## config.mk

```make
export PLATFORM = sky130hd
export DESIGN_NAME = isph_host
export DESIGN_NICKNAME = d
export VERILOG_FILES = /design/src/isph_pkg.sv /design/src/isph_host.sv
export SDC_FILE = /design/constraint.sdc
export NUM_CORES = 1
export LEC_CHECK = 0
export ABC_CLOCK_PERIOD_IN_PS = 3800
export BUFFER_PORTS_ARGS = -buffer_cell sky130_fd_sc_hd__buf_2
export CORE_MARGIN = 3
export CORE_UTILIZATION = 58
export DETAILED_ROUTE_END_ITERATION = 10
export PLACE_DENSITY_LB_ADDON = 0.25
export SYNTH_ARGS = -nofsm -noshare
export SYNTH_HDL_FRONTEND = slang
export SYNTH_SLANG_ARGS = --single-unit
```

## constraint.sdc

```tcl
create_clock -name aclk -period 3.8 [get_ports aclk]
set_clock_uncertainty 0.15 [all_clocks]
set_input_delay 0.38 -clock aclk [delete_from_list [all_inputs] [get_ports aclk]]
set_output_delay 0.38 -clock aclk [all_outputs]
set_load 0.02 [all_outputs]
```

## src/isph_pkg.sv

```systemverilog
// Shared constants and types for the serial programming host
package isph_pkg;

	// ----------------------------------------------------------------
	// Register map
	// ----------------------------------------------------------------
	localparam logic [7:0] OFS_CTRL   = 8'h00;
	localparam logic [7:0] OFS_TX     = 8'h04;
	localparam logic [7:0] OFS_RX     = 8'h08;
	localparam logic [7:0] OFS_STATUS = 8'h0C;

	localparam int CTRL_SESSION_BIT = 0;
	localparam int CTRL_WAIT_LSB    = 1;
	localparam int CTRL_START_BIT   = 8;
	localparam int CTRL_PULSE_BIT   = 9;

	localparam int ST_BUSY_BIT     = 0;
	localparam int ST_DONE_BIT     = 1;
	localparam int ST_REFUSED_BIT  = 2;
	localparam int ST_ENABLED_BIT  = 3;
	localparam int ST_ECHO_BIT     = 4;
	localparam int ST_DEV_BUSY_BIT = 5;

	localparam logic [31:0] RESET_TX   = 32'h0000_0000;
	localparam logic [1:0]  RESP_OKAY  = 2'h0;
	localparam logic [1:0]  RESP_SLVERR = 2'h2;

	// ----------------------------------------------------------------
	// Instruction bytes
	// ----------------------------------------------------------------
	localparam logic [7:0] OPC_ENABLE  = 8'hAC;
	localparam logic [7:0] ECHO_ENABLE = 8'h53;
	localparam logic [7:0] OPC_POLL    = 8'hF0;

	// ----------------------------------------------------------------
	// Timing
	// ----------------------------------------------------------------
	localparam int CLK_PERIOD_NS   = 100;
	localparam int SCK_HALF_NS     = 400;
	localparam int STARTUP_NS      = 20_000_000;
	localparam int FLASH_WAIT_NS   = 4_500_000;
	localparam int EEPROM_WAIT_NS  = 4_000_000;
	localparam int ERASE_WAIT_NS   = 9_000_000;
	localparam int DEV_RST_MIN_NS  = 2_500;
	localparam int DEV_CLK_NS      = 1_000;

	localparam int SCK_HALF_CYC    = (SCK_HALF_NS + CLK_PERIOD_NS - 1) / CLK_PERIOD_NS;
	localparam int STARTUP_CYC     = (STARTUP_NS + CLK_PERIOD_NS - 1) / CLK_PERIOD_NS;
	localparam int FLASH_WAIT_CYC  = (FLASH_WAIT_NS + CLK_PERIOD_NS - 1) / CLK_PERIOD_NS;
	localparam int EEPROM_WAIT_CYC = (EEPROM_WAIT_NS + CLK_PERIOD_NS - 1) / CLK_PERIOD_NS;
	localparam int ERASE_WAIT_CYC  = (ERASE_WAIT_NS + CLK_PERIOD_NS - 1) / CLK_PERIOD_NS;
	localparam int PULSE_CYC       = (DEV_RST_MIN_NS + 2 * DEV_CLK_NS + CLK_PERIOD_NS - 1) / CLK_PERIOD_NS;

	localparam int CNT_W = 18;

	// ----------------------------------------------------------------
	// Types
	// ----------------------------------------------------------------
	typedef enum logic [4:0] {
		SEQ_IDLE    = 5'h01,
		SEQ_STARTUP = 5'h02,
		SEQ_SHIFT   = 5'h04,
		SEQ_WAIT    = 5'h08,
		SEQ_PULSE   = 5'h10
	} isph_seq_type;

	typedef enum logic [1:0] {
		WAIT_NONE   = 2'h0,
		WAIT_FLASH  = 2'h1,
		WAIT_EEPROM = 2'h2,
		WAIT_ERASE  = 2'h3
	} isph_wait_type;

endpackage : isph_pkg

```

## src/isph_host.sv

```systemverilog
// Serial programming host: AXI4-Lite registers to the device's four-wire port
//
// The implementer's own choices: the placing of the registers and the AXI4-Lite interface to the registers.
`timescale 1ns/100ps

// Operation
// Calibration bytes at 0x01, 0x03 are device's
// Signature bytes at 0x00, 0x02, 0x04
// Device loads 8 MHz trim at reset
// Legacy mode loads 6.4 MHz trim instead
// Program page 16 or 32 words by address
// EEPROM page four bytes, low two bits
// Programming only while reset pin held low
// Programming enable frame must come first
// EEPROM write erases target location itself
// Chip erase sets all locations to 0xFF
// SCK low and high over two device clocks; SCK_HALF_NS gives 400 ns halves, under two 1000 ns DEV_CLK_NS clocks
// Drive MOSI on fall, sample on rise
// SCK low at power-up; reset pulse otherwise
// Wait 20 ms before programming enable
// Device echoes 0x53 during third byte
// Always shift four bytes; resync by pulse
// Load low byte first, then write page
// No access until page write finished
// Byte EEPROM write carries address and data
// EEPROM page write alters loaded bytes only
// Read returns stored content on MISO
// Release reset high to end session
// Wait 4.5, 4.0 or 9.0 ms
// Poll bit 0 high means still busy
// Four bytes MSB first as one frame
module isph_host #(
	parameter int unsigned STARTUP_CYCLES     = isph_pkg::STARTUP_CYC,
	parameter int unsigned FLASH_WAIT_CYCLES  = isph_pkg::FLASH_WAIT_CYC,
	parameter int unsigned EEPROM_WAIT_CYCLES = isph_pkg::EEPROM_WAIT_CYC,
	parameter int unsigned ERASE_WAIT_CYCLES  = isph_pkg::ERASE_WAIT_CYC
) (
	input  wire logic        aclk,
	input  wire logic        aresetn,
	input  wire logic [7:0]  s_axi_awaddr,
	input  wire logic        s_axi_awvalid,
	output logic             s_axi_awready,
	input  wire logic [31:0] s_axi_wdata,
	input  wire logic [3:0]  s_axi_wstrb,
	input  wire logic        s_axi_wvalid,
	output logic             s_axi_wready,
	output logic [1:0]       s_axi_bresp,
	output logic             s_axi_bvalid,
	input  wire logic        s_axi_bready,
	input  wire logic [7:0]  s_axi_araddr,
	input  wire logic        s_axi_arvalid,
	output logic             s_axi_arready,
	output logic [31:0]      s_axi_rdata,
	output logic [1:0]       s_axi_rresp,
	output logic             s_axi_rvalid,
	input  wire logic        s_axi_rready,
	output logic             isp_reset_n,
	output logic             isp_sck,
	output logic             isp_mosi,
	input  wire logic        isp_miso
);

	localparam logic [4:0] LAST_BIT = 5'd31;
	localparam logic [isph_pkg::CNT_W-1:0] HALF_LOAD = isph_pkg::CNT_W'(isph_pkg::SCK_HALF_CYC - 1);

	// ----------------------------------------------------------------
	// Declarations
	// ----------------------------------------------------------------
	isph_pkg::isph_seq_type  seq_q;
	isph_pkg::isph_wait_type wait_kind_q;
	logic                    awready_q, wready_q, bvalid_q, arready_q, rvalid_q;
	logic [1:0]              bresp_q, rresp_q;
	logic [31:0]             rdata_q, rdata_d;
	logic                    rmapped_d;
	logic                    session_q, sess_prev_q;
	logic                    start_req_q, pulse_req_q;
	logic [31:0]             tx_q, rx_q;
	logic                    done_q, refused_q, enabled_q, echo_q, dev_busy_q;
	logic [isph_pkg::CNT_W-1:0] cnt_q, div_q;
	logic                    sck_q, mosi_q, reset_pin_q;
	logic [4:0]              bit_q;
	logic                    miso_m_q, miso_s_q;
	logic                    wr_fire, rd_fire, is_enable, start_ok, fall_last, wr_ctrl, wr_status;
	logic [isph_pkg::CNT_W-1:0] wait_load;

	assign s_axi_awready = awready_q;
	assign s_axi_wready  = wready_q;
	assign s_axi_bvalid  = bvalid_q;
	assign s_axi_bresp   = bresp_q;
	assign s_axi_arready = arready_q;
	assign s_axi_rvalid  = rvalid_q;
	assign s_axi_rdata   = rdata_q;
	assign s_axi_rresp   = rresp_q;
	assign isp_reset_n   = reset_pin_q;
	assign isp_sck       = sck_q;
	assign isp_mosi      = mosi_q;

	// ----------------------------------------------------------------
	// AXI4-Lite slave
	// ----------------------------------------------------------------
	// Address and data are taken together, one write in flight
	assign wr_fire   = s_axi_awvalid && s_axi_wvalid && !awready_q && !bvalid_q;
	assign rd_fire   = s_axi_arvalid && !arready_q && !rvalid_q;
	assign wr_ctrl   = wr_fire && (s_axi_awaddr == isph_pkg::OFS_CTRL);
	assign wr_status = wr_fire && (s_axi_awaddr == isph_pkg::OFS_STATUS) && s_axi_wstrb[0];

	always_ff @(posedge aclk)
	begin
		if (!aresetn)
		begin
			awready_q <= 1'b0;
			wready_q  <= 1'b0;
			bvalid_q  <= 1'b0;
			bresp_q   <= isph_pkg::RESP_OKAY;
		end
		else
		begin
			awready_q <= wr_fire;
			wready_q  <= wr_fire;
			if (wr_fire)
				bresp_q <= (s_axi_awaddr == isph_pkg::OFS_CTRL || s_axi_awaddr == isph_pkg::OFS_TX ||
					s_axi_awaddr == isph_pkg::OFS_STATUS) ? isph_pkg::RESP_OKAY : isph_pkg::RESP_SLVERR;
			if (awready_q)
				bvalid_q <= 1'b1;
			else if (s_axi_bready)
				bvalid_q <= 1'b0;
		end
	end

	always_comb
	begin
		rdata_d   = 32'h0000_0000;
		rmapped_d = 1'b1;
		case (s_axi_araddr)
			isph_pkg::OFS_CTRL:
			begin
				rdata_d[isph_pkg::CTRL_SESSION_BIT] = session_q;
				rdata_d[isph_pkg::CTRL_WAIT_LSB +: 2] = wait_kind_q;
			end
			isph_pkg::OFS_TX: rdata_d = tx_q;
			isph_pkg::OFS_RX: rdata_d = rx_q;
			isph_pkg::OFS_STATUS:
			begin
				rdata_d[isph_pkg::ST_BUSY_BIT]     = (seq_q != isph_pkg::SEQ_IDLE);
				rdata_d[isph_pkg::ST_DONE_BIT]     = done_q;
				rdata_d[isph_pkg::ST_REFUSED_BIT]  = refused_q;
				rdata_d[isph_pkg::ST_ENABLED_BIT]  = enabled_q;
				rdata_d[isph_pkg::ST_ECHO_BIT]     = echo_q;
				rdata_d[isph_pkg::ST_DEV_BUSY_BIT] = dev_busy_q;
			end
			default: rmapped_d = 1'b0;
		endcase
	end

	always_ff @(posedge aclk)
	begin
		if (!aresetn)
		begin
			arready_q <= 1'b0;
			rvalid_q  <= 1'b0;
			rdata_q   <= 32'h0000_0000;
			rresp_q   <= isph_pkg::RESP_OKAY;
		end
		else
		begin
			arready_q <= rd_fire;
			if (rd_fire)
			begin
				rdata_q <= rdata_d;
				rresp_q <= rmapped_d ? isph_pkg::RESP_OKAY : isph_pkg::RESP_SLVERR;
			end
			if (arready_q)
				rvalid_q <= 1'b1;
			else if (s_axi_rready)
				rvalid_q <= 1'b0;
		end
	end

	// ----------------------------------------------------------------
	// Control registers
	// ----------------------------------------------------------------
	always_ff @(posedge aclk)
	begin
		if (!aresetn)
		begin
			session_q   <= 1'b0;
			sess_prev_q <= 1'b0;
			wait_kind_q <= isph_pkg::WAIT_NONE;
			start_req_q <= 1'b0;
			pulse_req_q <= 1'b0;
		end
		else
		begin
			sess_prev_q <= session_q;
			start_req_q <= wr_ctrl && s_axi_wstrb[1] && s_axi_wdata[isph_pkg::CTRL_START_BIT];
			pulse_req_q <= wr_ctrl && s_axi_wstrb[1] && s_axi_wdata[isph_pkg::CTRL_PULSE_BIT];
			if (wr_ctrl && s_axi_wstrb[0])
			begin
				session_q   <= s_axi_wdata[isph_pkg::CTRL_SESSION_BIT];
				wait_kind_q <= isph_pkg::isph_wait_type'(s_axi_wdata[isph_pkg::CTRL_WAIT_LSB +: 2]);
			end
		end
	end

	// Frame is frozen while it shifts
	for (genvar i = 0; i < 4; i++)
	begin : g_tx_lane
		always_ff @(posedge aclk)
		begin
			if (!aresetn)
				tx_q[8*i +: 8] <= isph_pkg::RESET_TX[8*i +: 8];
			else if (wr_fire && s_axi_awaddr == isph_pkg::OFS_TX && s_axi_wstrb[i] && seq_q == isph_pkg::SEQ_IDLE)
				tx_q[8*i +: 8] <= s_axi_wdata[8*i +: 8];
		end
	end

	// ----------------------------------------------------------------
	// Sequencer
	// ----------------------------------------------------------------
	assign is_enable = (tx_q[31:24] == isph_pkg::OPC_ENABLE) && (tx_q[23:16] == isph_pkg::ECHO_ENABLE);
	assign start_ok  = start_req_q && seq_q == isph_pkg::SEQ_IDLE && session_q && sess_prev_q &&
		(enabled_q || is_enable);
	assign fall_last = seq_q == isph_pkg::SEQ_SHIFT && div_q == '0 && sck_q && bit_q == LAST_BIT;

	always_comb
	begin
		case (wait_kind_q)
			isph_pkg::WAIT_FLASH:  wait_load = isph_pkg::CNT_W'(FLASH_WAIT_CYCLES - 1);
			isph_pkg::WAIT_EEPROM: wait_load = isph_pkg::CNT_W'(EEPROM_WAIT_CYCLES - 1);
			isph_pkg::WAIT_ERASE:  wait_load = isph_pkg::CNT_W'(ERASE_WAIT_CYCLES - 1);
			default:               wait_load = '0;
		endcase
	end

	always_ff @(posedge aclk)
	begin
		if (!aresetn || !session_q)
		begin
			seq_q <= isph_pkg::SEQ_IDLE;
			cnt_q <= '0;
		end
		else
		begin
			case (seq_q)
				isph_pkg::SEQ_IDLE:
				begin
					if (!sess_prev_q)
					begin
						seq_q <= isph_pkg::SEQ_STARTUP;
						cnt_q <= isph_pkg::CNT_W'(STARTUP_CYCLES - 1);
					end
					else if (pulse_req_q)
					begin
						seq_q <= isph_pkg::SEQ_PULSE;
						cnt_q <= isph_pkg::CNT_W'(isph_pkg::PULSE_CYC - 1);
					end
					else if (start_ok)
						seq_q <= isph_pkg::SEQ_SHIFT;
				end
				isph_pkg::SEQ_STARTUP, isph_pkg::SEQ_WAIT:
				begin
					if (cnt_q == '0)
						seq_q <= isph_pkg::SEQ_IDLE;
					else
						cnt_q <= cnt_q - 1'b1;
				end
				isph_pkg::SEQ_SHIFT:
				begin
					if (fall_last)
					begin
						seq_q <= (wait_kind_q == isph_pkg::WAIT_NONE) ? isph_pkg::SEQ_IDLE : isph_pkg::SEQ_WAIT;
						cnt_q <= wait_load;
					end
				end
				isph_pkg::SEQ_PULSE:
				begin
					if (cnt_q == '0)
					begin
						// Device restarts; pin falls a cycle after the state, so count one more
						seq_q <= isph_pkg::SEQ_STARTUP;
						cnt_q <= isph_pkg::CNT_W'(STARTUP_CYCLES);
					end
					else
						cnt_q <= cnt_q - 1'b1;
				end
				default: seq_q <= isph_pkg::SEQ_IDLE;
			endcase
		end
	end

	// Reset pin low only in a session and outside a resync pulse
	always_ff @(posedge aclk)
	begin
		if (!aresetn)
			reset_pin_q <= 1'b1;
		else
			reset_pin_q <= !session_q || seq_q == isph_pkg::SEQ_PULSE;
	end

	// ----------------------------------------------------------------
	// Serial shifter
	// ----------------------------------------------------------------
	always_ff @(posedge aclk)
	begin
		if (!aresetn)
		begin
			miso_m_q <= 1'b0;
			miso_s_q <= 1'b0;
		end
		else
		begin
			miso_m_q <= isp_miso;
			miso_s_q <= miso_m_q;
		end
	end

	always_ff @(posedge aclk)
	begin
		if (!aresetn || !session_q)
		begin
			sck_q  <= 1'b0;
			mosi_q <= 1'b0;
			div_q  <= '0;
			bit_q  <= '0;
		end
		else if (seq_q == isph_pkg::SEQ_IDLE && start_ok)
		begin
			sck_q  <= 1'b0;
			mosi_q <= tx_q[31];
			div_q  <= HALF_LOAD;
			bit_q  <= '0;
		end
		else if (seq_q == isph_pkg::SEQ_SHIFT)
		begin
			if (div_q != '0)
				div_q <= div_q - 1'b1;
			else
			begin
				div_q <= HALF_LOAD;
				sck_q <= !sck_q;
				// Next bit goes out just after the falling edge
				if (sck_q && bit_q != LAST_BIT)
				begin
					bit_q  <= bit_q + 1'b1;
					mosi_q <= tx_q[LAST_BIT - 5'd1 - bit_q];
				end
			end
		end
		else
			sck_q <= 1'b0;
	end

	// MISO settled since the device's falling edge
	always_ff @(posedge aclk)
	begin
		if (!aresetn)
			rx_q <= 32'h0000_0000;
		else if (seq_q == isph_pkg::SEQ_SHIFT && div_q == '0 && !sck_q)
			rx_q <= {rx_q[30:0], miso_s_q};
	end

	// ----------------------------------------------------------------
	// Status
	// ----------------------------------------------------------------
	always_ff @(posedge aclk)
	begin
		if (!aresetn)
		begin
			done_q     <= 1'b0;
			refused_q  <= 1'b0;
			enabled_q  <= 1'b0;
			echo_q     <= 1'b0;
			dev_busy_q <= 1'b0;
		end
		else
		begin
			// Set wins over a write-one clear in the same cycle
			done_q    <= fall_last || (done_q && !(wr_status && s_axi_wdata[isph_pkg::ST_DONE_BIT]));
			refused_q <= (start_req_q && !start_ok) ||
				(refused_q && !(wr_status && s_axi_wdata[isph_pkg::ST_REFUSED_BIT]));
			if (!session_q || seq_q == isph_pkg::SEQ_PULSE)
				enabled_q <= 1'b0;
			else if (fall_last && is_enable)
				enabled_q <= (rx_q[15:8] == isph_pkg::ECHO_ENABLE);
			if (fall_last)
				echo_q <= (rx_q[15:8] == isph_pkg::ECHO_ENABLE);
			if (fall_last && tx_q[31:24] == isph_pkg::OPC_POLL)
				dev_busy_q <= rx_q[0];
		end
	end

	// ----------------------------------------------------------------
	// Assertions
	// ----------------------------------------------------------------
	logic [isph_pkg::CNT_W-1:0] low_cnt_q;
	always_ff @(posedge aclk)
	begin
		if (!aresetn || reset_pin_q)
			low_cnt_q <= '0;
		else if (low_cnt_q != '1)
			low_cnt_q <= low_cnt_q + 1'b1;
	end

	property p_sck_only_in_session;
		@(posedge aclk) disable iff (!aresetn) sck_q |-> !reset_pin_q;
	endproperty
	a_sck_only_in_session: assert property (p_sck_only_in_session) else $error("SCK high outside session");

	property p_sck_high_width;
		@(posedge aclk) disable iff (!aresetn || !session_q) $rose(sck_q) |-> sck_q [*4];
	endproperty
	a_sck_high_width: assert property (p_sck_high_width) else $error("SCK high phase too short");

	property p_mosi_on_low;
		@(posedge aclk) disable iff (!aresetn || !session_q) $changed(mosi_q) && $past(sck_q) |-> !sck_q;
	endproperty
	a_mosi_on_low: assert property (p_mosi_on_low) else $error("MOSI moved while SCK high");

	property p_msb_first;
		@(posedge aclk) disable iff (!aresetn) $rose(sck_q) |-> mosi_q == tx_q[LAST_BIT - bit_q];
	endproperty
	a_msb_first: assert property (p_msb_first) else $error("Bit order wrong");

	property p_startup_wait;
		@(posedge aclk) disable iff (!aresetn) start_ok |-> low_cnt_q >= isph_pkg::CNT_W'(STARTUP_CYCLES);
	endproperty
	a_startup_wait: assert property (p_startup_wait) else $error("Frame before settle time");

	property p_enable_first;
		@(posedge aclk) disable iff (!aresetn)
			seq_q == isph_pkg::SEQ_SHIFT && !enabled_q |-> tx_q[31:16] == {isph_pkg::OPC_ENABLE, isph_pkg::ECHO_ENABLE};
	endproperty
	a_enable_first: assert property (p_enable_first) else $error("Frame before enable");

	property p_full_frame;
		@(posedge aclk) disable iff (!aresetn || !session_q)
			$fell(seq_q == isph_pkg::SEQ_SHIFT) |-> $past(bit_q) == LAST_BIT && !sck_q;
	endproperty
	a_full_frame: assert property (p_full_frame) else $error("Frame cut short");

	property p_release_reset;
		@(posedge aclk) disable iff (!aresetn) $fell(session_q) |=> reset_pin_q && !sck_q;
	endproperty
	a_release_reset: assert property (p_release_reset) else $error("Reset not released");

	property p_pulse_high;
		@(posedge aclk) disable iff (!aresetn || !session_q)
			$rose(seq_q == isph_pkg::SEQ_PULSE) |=> (reset_pin_q && !sck_q) [*3];
	endproperty
	a_pulse_high: assert property (p_pulse_high) else $error("Resync pulse malformed");

	property p_wait_blocks;
		@(posedge aclk) disable iff (!aresetn || !session_q)
			seq_q == isph_pkg::SEQ_WAIT && cnt_q != '0 |=> seq_q == isph_pkg::SEQ_WAIT;
	endproperty
	a_wait_blocks: assert property (p_wait_blocks) else $error("Frame during write delay");

endmodule : isph_host

```

==> results by group, run 1 <==
Run status
  • Outcome: completed

Worst hold path
  • Worst Hold Path EP: pulse_req_q
  • Hold Crit Depth: 2
  • Worst Min Path Start: s_axi_wdata[9]
  • Worst min-delay path category: input pin to flop

Timing
  • Final TNS setup: 0 ns
  • Fmax: 341 MHz
  • Relative slew margins: 18.9%
  • Max-slew violation count: 0
  • Fin crit share: between 70 and 80%
  • Final Hold Viols: 0
  • Hold Slack: 0.0393 ns
  • RSZ-0062 raised after global routing: false
  • Final Critical Period: 2.93 ns
  • Final Setup Violations: 0
  • Worst slew pin tran: 1.21 ns

Critical path
  • Req. time, crit path: between 3 and 4 ns
  • Worst path cell trace: or4_4 > or4_4 > o31ai_1 > o211ai_1 > buf_4 > a2111oi_0 > a211oi_1
  • Worst-path cell with the longest stage delay: or4_4
  • Cell mode on critical path: or4_4
  • Peak fanout along the critical path: 29
  • Crit Reg-Reg Endpoint: cnt_q[1]
  • R2r worst-path depth: 7
  • CP Capture Type: flop
  • Critical Path Source Type: flop
  • CP max stage delay: 0.56 ns
  • Critical path class: flop to flop
  • Reg2reg setup slack: 0.87 ns
  • Critical path arrival: 3.08 ns
  • Critical R2R Launch: div_q[2]

Clock tree
  • Clk_lat worst skew: around 0.43 ns
  • H-tree depth: 4
  • Clk root buf: clkbuf_16
  • Post-CTS setup buffers: 0
  • Cts hold-fix bufs: 1
  • Clock sink total: 164
  • CTS tree: done
  • CTS Buf Count: 17
  • Max clock buf depth: 2
  • Clock slew at reported path FFs: 0.06 ns
  • Resized cells post-CTS: 0

Floorplanning
  • Initial core utilization: 60.4%
  • Core area: 12,900 um2
  • Ports: ~100
  • Die Y: 122 um
  • Die W: about 120 um
  • Die area: approximately 15,000 um2
  • Site row count: 41

Pwr
  • PD cells: 418 nW/um2
  • Worst vdd ir: 338 uV
  • LEAKAGE: 3.38 nW

Final layout
  • Layout area overhead: 15.4%
  • Layout Nets: ~1,000
  • # diodes: 0
  • Post-route cell area: 8980 um2
  • Fillcell total: between 1,000 and 1,500
  • Share of layout cells above drive strength 1: 17.8%

Global route
  • Total track usage: 26.6%
  • Vias in the first global route: 6,491
  • Initial antenna violation count: 0
  • Gr ovfl total: 0
  • Largest net degree at the start of global routing: 113
  • First-pass GRT wire length: 31.7 mm

Detailed routing
  • Router iterations before antenna repair: 5
  • Post-Route WL: 19.5 mm
  • WL/cell: between 15 and 20 um
  • DR vias: about 7,000
  • Starting DRC count in detailed routing: 550
  • # DRC: 0
  • Vias per inst: 6.04
  • Routed Antenna Nets: 0

Synth
  • Synthesized cell area: 7780 um2
  • Synth Area per Inst: 8.67 um2
  • Post-synth EDFFs: 0
  • Sequential fraction of the synthesis area: 42.2%
  • Asr flop ratio synth: 0%
  • Flops & latches, synth: about 160
  • Yosys warnings: 0
  • Count of mapped cells out of synthesis: 897
  • Synth unique cells: 67
  • Synth Flop Type: dfxtp_1

Placement
  • Dpl hpwl: 13.1 mm
  • I/O Buffers: 101
  • Post-DP Area: between 8000 and 9000 um2
  • GPL Wtd Cong: between 0.9 and 1

Flow run
  • # Max-Cap Violations: 0
## placed cells by master (no fill, tap or decap), types with 13 or more instances in the layout
cell type	n
a21boi_0	64
a21oi_1	18
a221oi_1	28
and2_1	15
buf_2	101
buf_4	14
clkbuf_16	17
dfxtp_1	164
nand2_1	165
nor2_1	88
nor2b_1	14
nor3b_1	26
nor4_1	13
o21ai_0	19
xor2_1	13
## synth_stat cells, drive strengths merged, types with 4 or more instances
cell type / instances / area share (%)
nand2: 165 / 8.0
dfxtp: 164 / 42
nor2: 88 / 4.2
a21boi: 64 / 6.2
clkbuf: 50 / 2.5
a221oi: 28 / 3.2
nor3b: 27 / 2.6
o21ai: 19 / 1.2
a21oi: 18 / 1.2
and2: 15 / 1.2
nor2b: 14 / 1.1
buf: 13 / 1.1
nor4: 13 / 1.0
xor2: 13 / 1.5
inv: 12 / 0.58
mux4: 12 / 3.5
nand3: 12 / 0.77
xnor2: 12 / 1.4
ha: 11 / 1.8
nor3: 10 / 0.64
o211ai: 10 / 0.96
or3: 10 / 0.84
or4: 8 / 0.93
a22oi: 7 / 0.68
a31oi: 7 / 0.56
mux2i: 7 / 0.90
o21a: 7 / 0.68
o31ai: 7 / 0.74
nor4bb: 6 / 0.77
and3: 5 / 0.40
and4: 5 / 0.56
nand4: 5 / 0.40
a211oi: 4 / 0.39
nand2b: 4 / 0.32
o32ai: 4 / 0.45
## worst max-delay path: cells and delay by family, from the launching register on
kind | cells | cell delay, ns
simple gates | 2 | 1.02
compound gates | 4 | 1.01
buf+inv | 1 | 0.25
flops | 1 | 0.36
## final cells by class
type	instances	area (um2)	area share, %
clock inverters	9	141	1.58
well taps	172	215	2.40
inverters	12	45.0	0.502
multi-input cells	659	4190	46.7
flip-flops and latches	164	3280	36.6
clock buffers	23	478	5.32
repair buffers	116	621	6.91
## per-layer routing
metal | track usage, % | wire length, um | up-vias
li1 | - | - | 3359
met1 | 36.1 | 8730 | 3316
met2 | 42.2 | 9160 | 260
met3 | 6.13 | 1220 | 36
met4 | 8.96 | 342 | 0
met5 | 0 | 0 | -
## worst max path at each step
stage                   from  endpoint  slack (ns)  depth (start not counted)
floorplan           div_q[2]  bit_q[3]        1.19                          6
global placement    div_q[2]  cnt_q[0]        1.00                          7
detailed placement  div_q[2]  cnt_q[0]        0.91                          7
CTS                 bit_q[0]  cnt_q[0]        0.90                         10
global route        bit_q[0]  cnt_q[1]        0.58                         10
finish              div_q[2]  cnt_q[1]        0.87                          7
## through the flow
step | util [%] | setup WS (ns) | std cells | total power (W)
6_report | 69.7 | 0.871 | 1155 | 0.00375
3_5_place_dp | 64.8 | 0.910 | 1122 | 0.00200
4_1_cts | 69.7 | 0.904 | 1155 | 0.00378
5_1_grt | 69.7 | 0.582 | 1155 | 0.00386
2_1_floorplan | - | 1.19 | 898 | 0.00192
3_3_place_gp | 64.8 | 1.00 | 1122 | 0.00200
## state kept, by name, indices dropped and copies added, names as in the netlist, 2 cells and up
signal,flops
bit_q,5
cnt_q,18
div_q,18
rx_q,32
s_axi_rdata,32
seq_q,5
tx_q,32
wait_kind_q,2
## logic make-up (layout without fill, tap and decap cells)
| logic type | Yosys count | after routing | synth area share, % |
|---|---|---|---|
| AND/OR/NAND/NOR | 397 | 397 | 24.9 |
| other | 1 | 2 | 0.0482 |
| multiplexers | 22 | 22 | 4.81 |
| buffers and inverters | 75 | 160 | 4.18 |
| flip-flops | 164 | 164 | 42.2 |
| XOR/XNOR | 25 | 25 | 2.81 |
| adder cells (fa/ha/maj) | 11 | 11 | 1.77 |
| AO/OA/AOI/OAI | 202 | 202 | 19.3 |
## report_power, final
| group | total (W) | switching (W) | leakage, nW | internal [W] |
|---|---|---|---|---|
| clock | 0.00179 | 0.000695 | 0.299 | 0.00110 |
| combinational | 0.000204 | 0.000118 | 1.76 | 0.0000860 |
| sequential | 0.00176 | 0.0000126 | 1.33 | 0.00174 |
| total | 0.00375 | 0.000825 | 3.38 | 0.00293 |
Power figures use the tool's default switching activity.
==> inputs of run 2 (changes only) <==
Settings changed: ABC_CLOCK_PERIOD_IN_PS 3800 to 2410, CORE_UTILIZATION 58 to 52.
Clock period 3.8 ns to 2.41 ns, I/O delays scaled along.
==> run 2 against run 1 <==
The run now ends with negative setup slack left. Setup slack got worse by 1.1 ns. Sequential cell count unchanged. Clock power up 44%. Fmax grew 12%. Critical path depth is 1 lower. Critical endpoint is now bit_q[3]. Largest cell class unchanged. Via count is 6.2% higher. Total power is 53% higher. Hold slack better by 0.031 ns. Utilization is 1.1 points higher. Sequential power increased by 57%. Global-route usage down 0.12 points. Design area rose by 15%.
==> results by group, run 2 (same netlist as run 1, synthesis figures left out) <==
Run status
  • Outcome: finished with violations
  • Failing checks: negative setup slack

Final layout
  • Commonest cells after routing, fill and taps aside: 165 x nand2_1, 158 x dfxtp_1, 101 x buf_2
  • Layout Nets: 1,154 (+11%)
  • Layout area overhead: 32.8%
  • Share of layout cells above drive strength 1: 26.9% (+9.1 points)
  • # diodes: 0 (unchanged)
  • Commonest non-fill, non-tap cell in the layout: nand2_1
  • Final Util: 70.8% (+1.1 points)

Floorplanning
  • Site row count: 44 (+7.3%)
  • Die W: 128 um (+5.3%)
  • Ports: 104 (unchanged)
  • Core area: 14,600 um2 (+13%)
  • Initial core utilization: 53.3% (-7.1 points)
  • Die area: 16,500 um2 (+11%)
  • Die Y: 128 um (+5.3%)

Clock tree
  • CTS Buf Count: 17 (unchanged)
  • Clk_lat worst skew: 0.42 ns (about the same)
  • CTS tree: done
  • H-tree depth: 4 (unchanged)
  • Clock slew at reported path FFs: 0.06 ns (about the same)
  • Clock sink total: 164 (unchanged)
  • Max clock buf depth: 2 (unchanged)
  • Clk root buf: clkbuf_16

Placement
  • I/O Buffers: 101 (unchanged)
  • Worst slack, placed: -0.205 ns (-1.11 ns)
  • Dpl hpwl: 14.4 mm (+10%)
  • GPL Wtd Cong: 0.922 (+0.71%)

Worst hold path
  • Worst min-delay path category: input pin to flop

Detailed routing
  • Routed Antenna Nets: 0 (unchanged)
  • WL/cell: 17.3 um (+2.9%)
  • Router iterations before antenna repair: 6 (+1)
  • # DRC: 0 (unchanged)
  • DR vias: 7,406 (+6.2%)
  • Starting DRC count in detailed routing: 614 (+12%)
  • Vias per inst: 5.80 (-3.9%)
  • Post-Route WL: 22.1 mm (+14%)

Global route
  • First-pass GRT wire length: 35.4 mm (+11%)
  • Gr ovfl total: 0 (unchanged)
  • Initial antenna violation count: 0 (unchanged)
  • Total track usage: 26.5% (-0.12 points)
  • Largest net degree at the start of global routing: 113 (unchanged)
  • Vias in the first global route: 7,259 (+12%)

Timing
  • Final Critical Period: 2.62 ns (-0.313 ns)
  • Hold Slack: 0.0702 ns (+0.0309 ns)
  • Final Hold Viols: 0 (unchanged)
  • Fin crit share: 109% (+31 points)
  • Setup ws final: -0.206 ns (-1.08 ns)
  • Final Setup Violations: 27 (+27)
  • RSZ-0062 raised after global routing: true
  • Fmax: 382 MHz (+12%)
  • Max-slew violation count: 0 (unchanged)

Critical path
  • Req. time, crit path: 2.62 ns (-1.33 ns)
  • Critical Path Source Type: flop
  • CP Capture Type: flop
  • Peak fanout along the critical path: 7 (-76%)
  • Critical path arrival: 2.82 ns (-0.26 ns)
  • Critical path class: flop to flop

Flow run
  • # Max-Cap Violations: 0 (unchanged)

Pwr
  • LEAKAGE: 4.03 nW (+19%)
  • PD cells: 554 nW/um2 (+33%)
  • Worst vdd ir: 701 uV (+110%)
==> run 2: changes by cell type in the layout (fill, tap and decap cells not counted), sizes merged <==
cell,delta
bufinv,-2
dlygate4sd3,+37
inv,-1
clkinv,+3
clkbuf,-2
clkinvlp,+1
buf,+74
==> run 2: area by class of cell <==
cell class	instances	area, um2
fillers	1067	4260
repair buffers	229	1710
inverters	12	45.0
well taps	184	230
clock inverters	10	103
clock buffers	19	453
multi-input cells	659	4500
flip-flops and latches	164	3290
==> run 2: what timing repair did <==
item                       4_1_cts  5_1_grt
hold buffers                    38        0
pin swaps                        9       18
hold endpoints to repair        42        0
gates cloned                     1        4
setup endpoints to repair       63      108
resized for setup               15       55
buffers inserted                 4        4
==> run 2: stage by stage <==
| step | TNS [ns] | cell area [um2] | std cells | total power (W) |
|---|---|---|---|---|
| finish | -2.99 | 10300 | 1277 | 0.00572 |
| floorplan | -1.56 | 7890 | 898 | 0.00303 |
| CTS | -1.92 | 10000 | 1270 | 0.00576 |
| global route | -5.63 | 10300 | 1277 | 0.00591 |
| detailed placement | -3.58 | 9000 | 1198 | 0.00316 |
| global placement | -3.08 | 9000 | 1198 | 0.00316 |
==> run 2: path summary, 6_finish.rpt <==
kind,startpoint,end,slack (ns),cells after the start
setup / recovery,div_q[5],bit_q[3],-0.21,6
hold reg to reg,miso_m_q,miso_s_q,0.29,1
setup reg to reg,div_q[5],bit_q[3],-0.21,6
hold / removal,s_axi_awaddr[1],s_axi_bresp[1],0.07,4
==> run 2: where the power goes <==
| part | switching [W] | total, W | internal, W |
|---|---|---|---|
| Clock | 0.00111 | 0.00257 | 0.00147 |
| Sequential | 0.0000206 | 0.00277 | 0.00275 |
| Combinational | 0.000199 | 0.000378 | 0.000179 |
| Total | 0.00132 | 0.00572 | 0.00440 |
==> run 2: worst max-delay path: stages (launching register included) <==
cell	delay (ns)
dfxtp_2	0.32
or4_4	0.53
or4_4	0.47
buf_6	0.14
or4_4	0.48
or3_1	0.34
a21oi_2	0.11
==> run 2: metal layers <==
metal	GRT usage, %	wire (um)
met5	0	0
met2	44.8	11100
met4	9.99	437
met1	33.6	9560
met3	5.13	1040
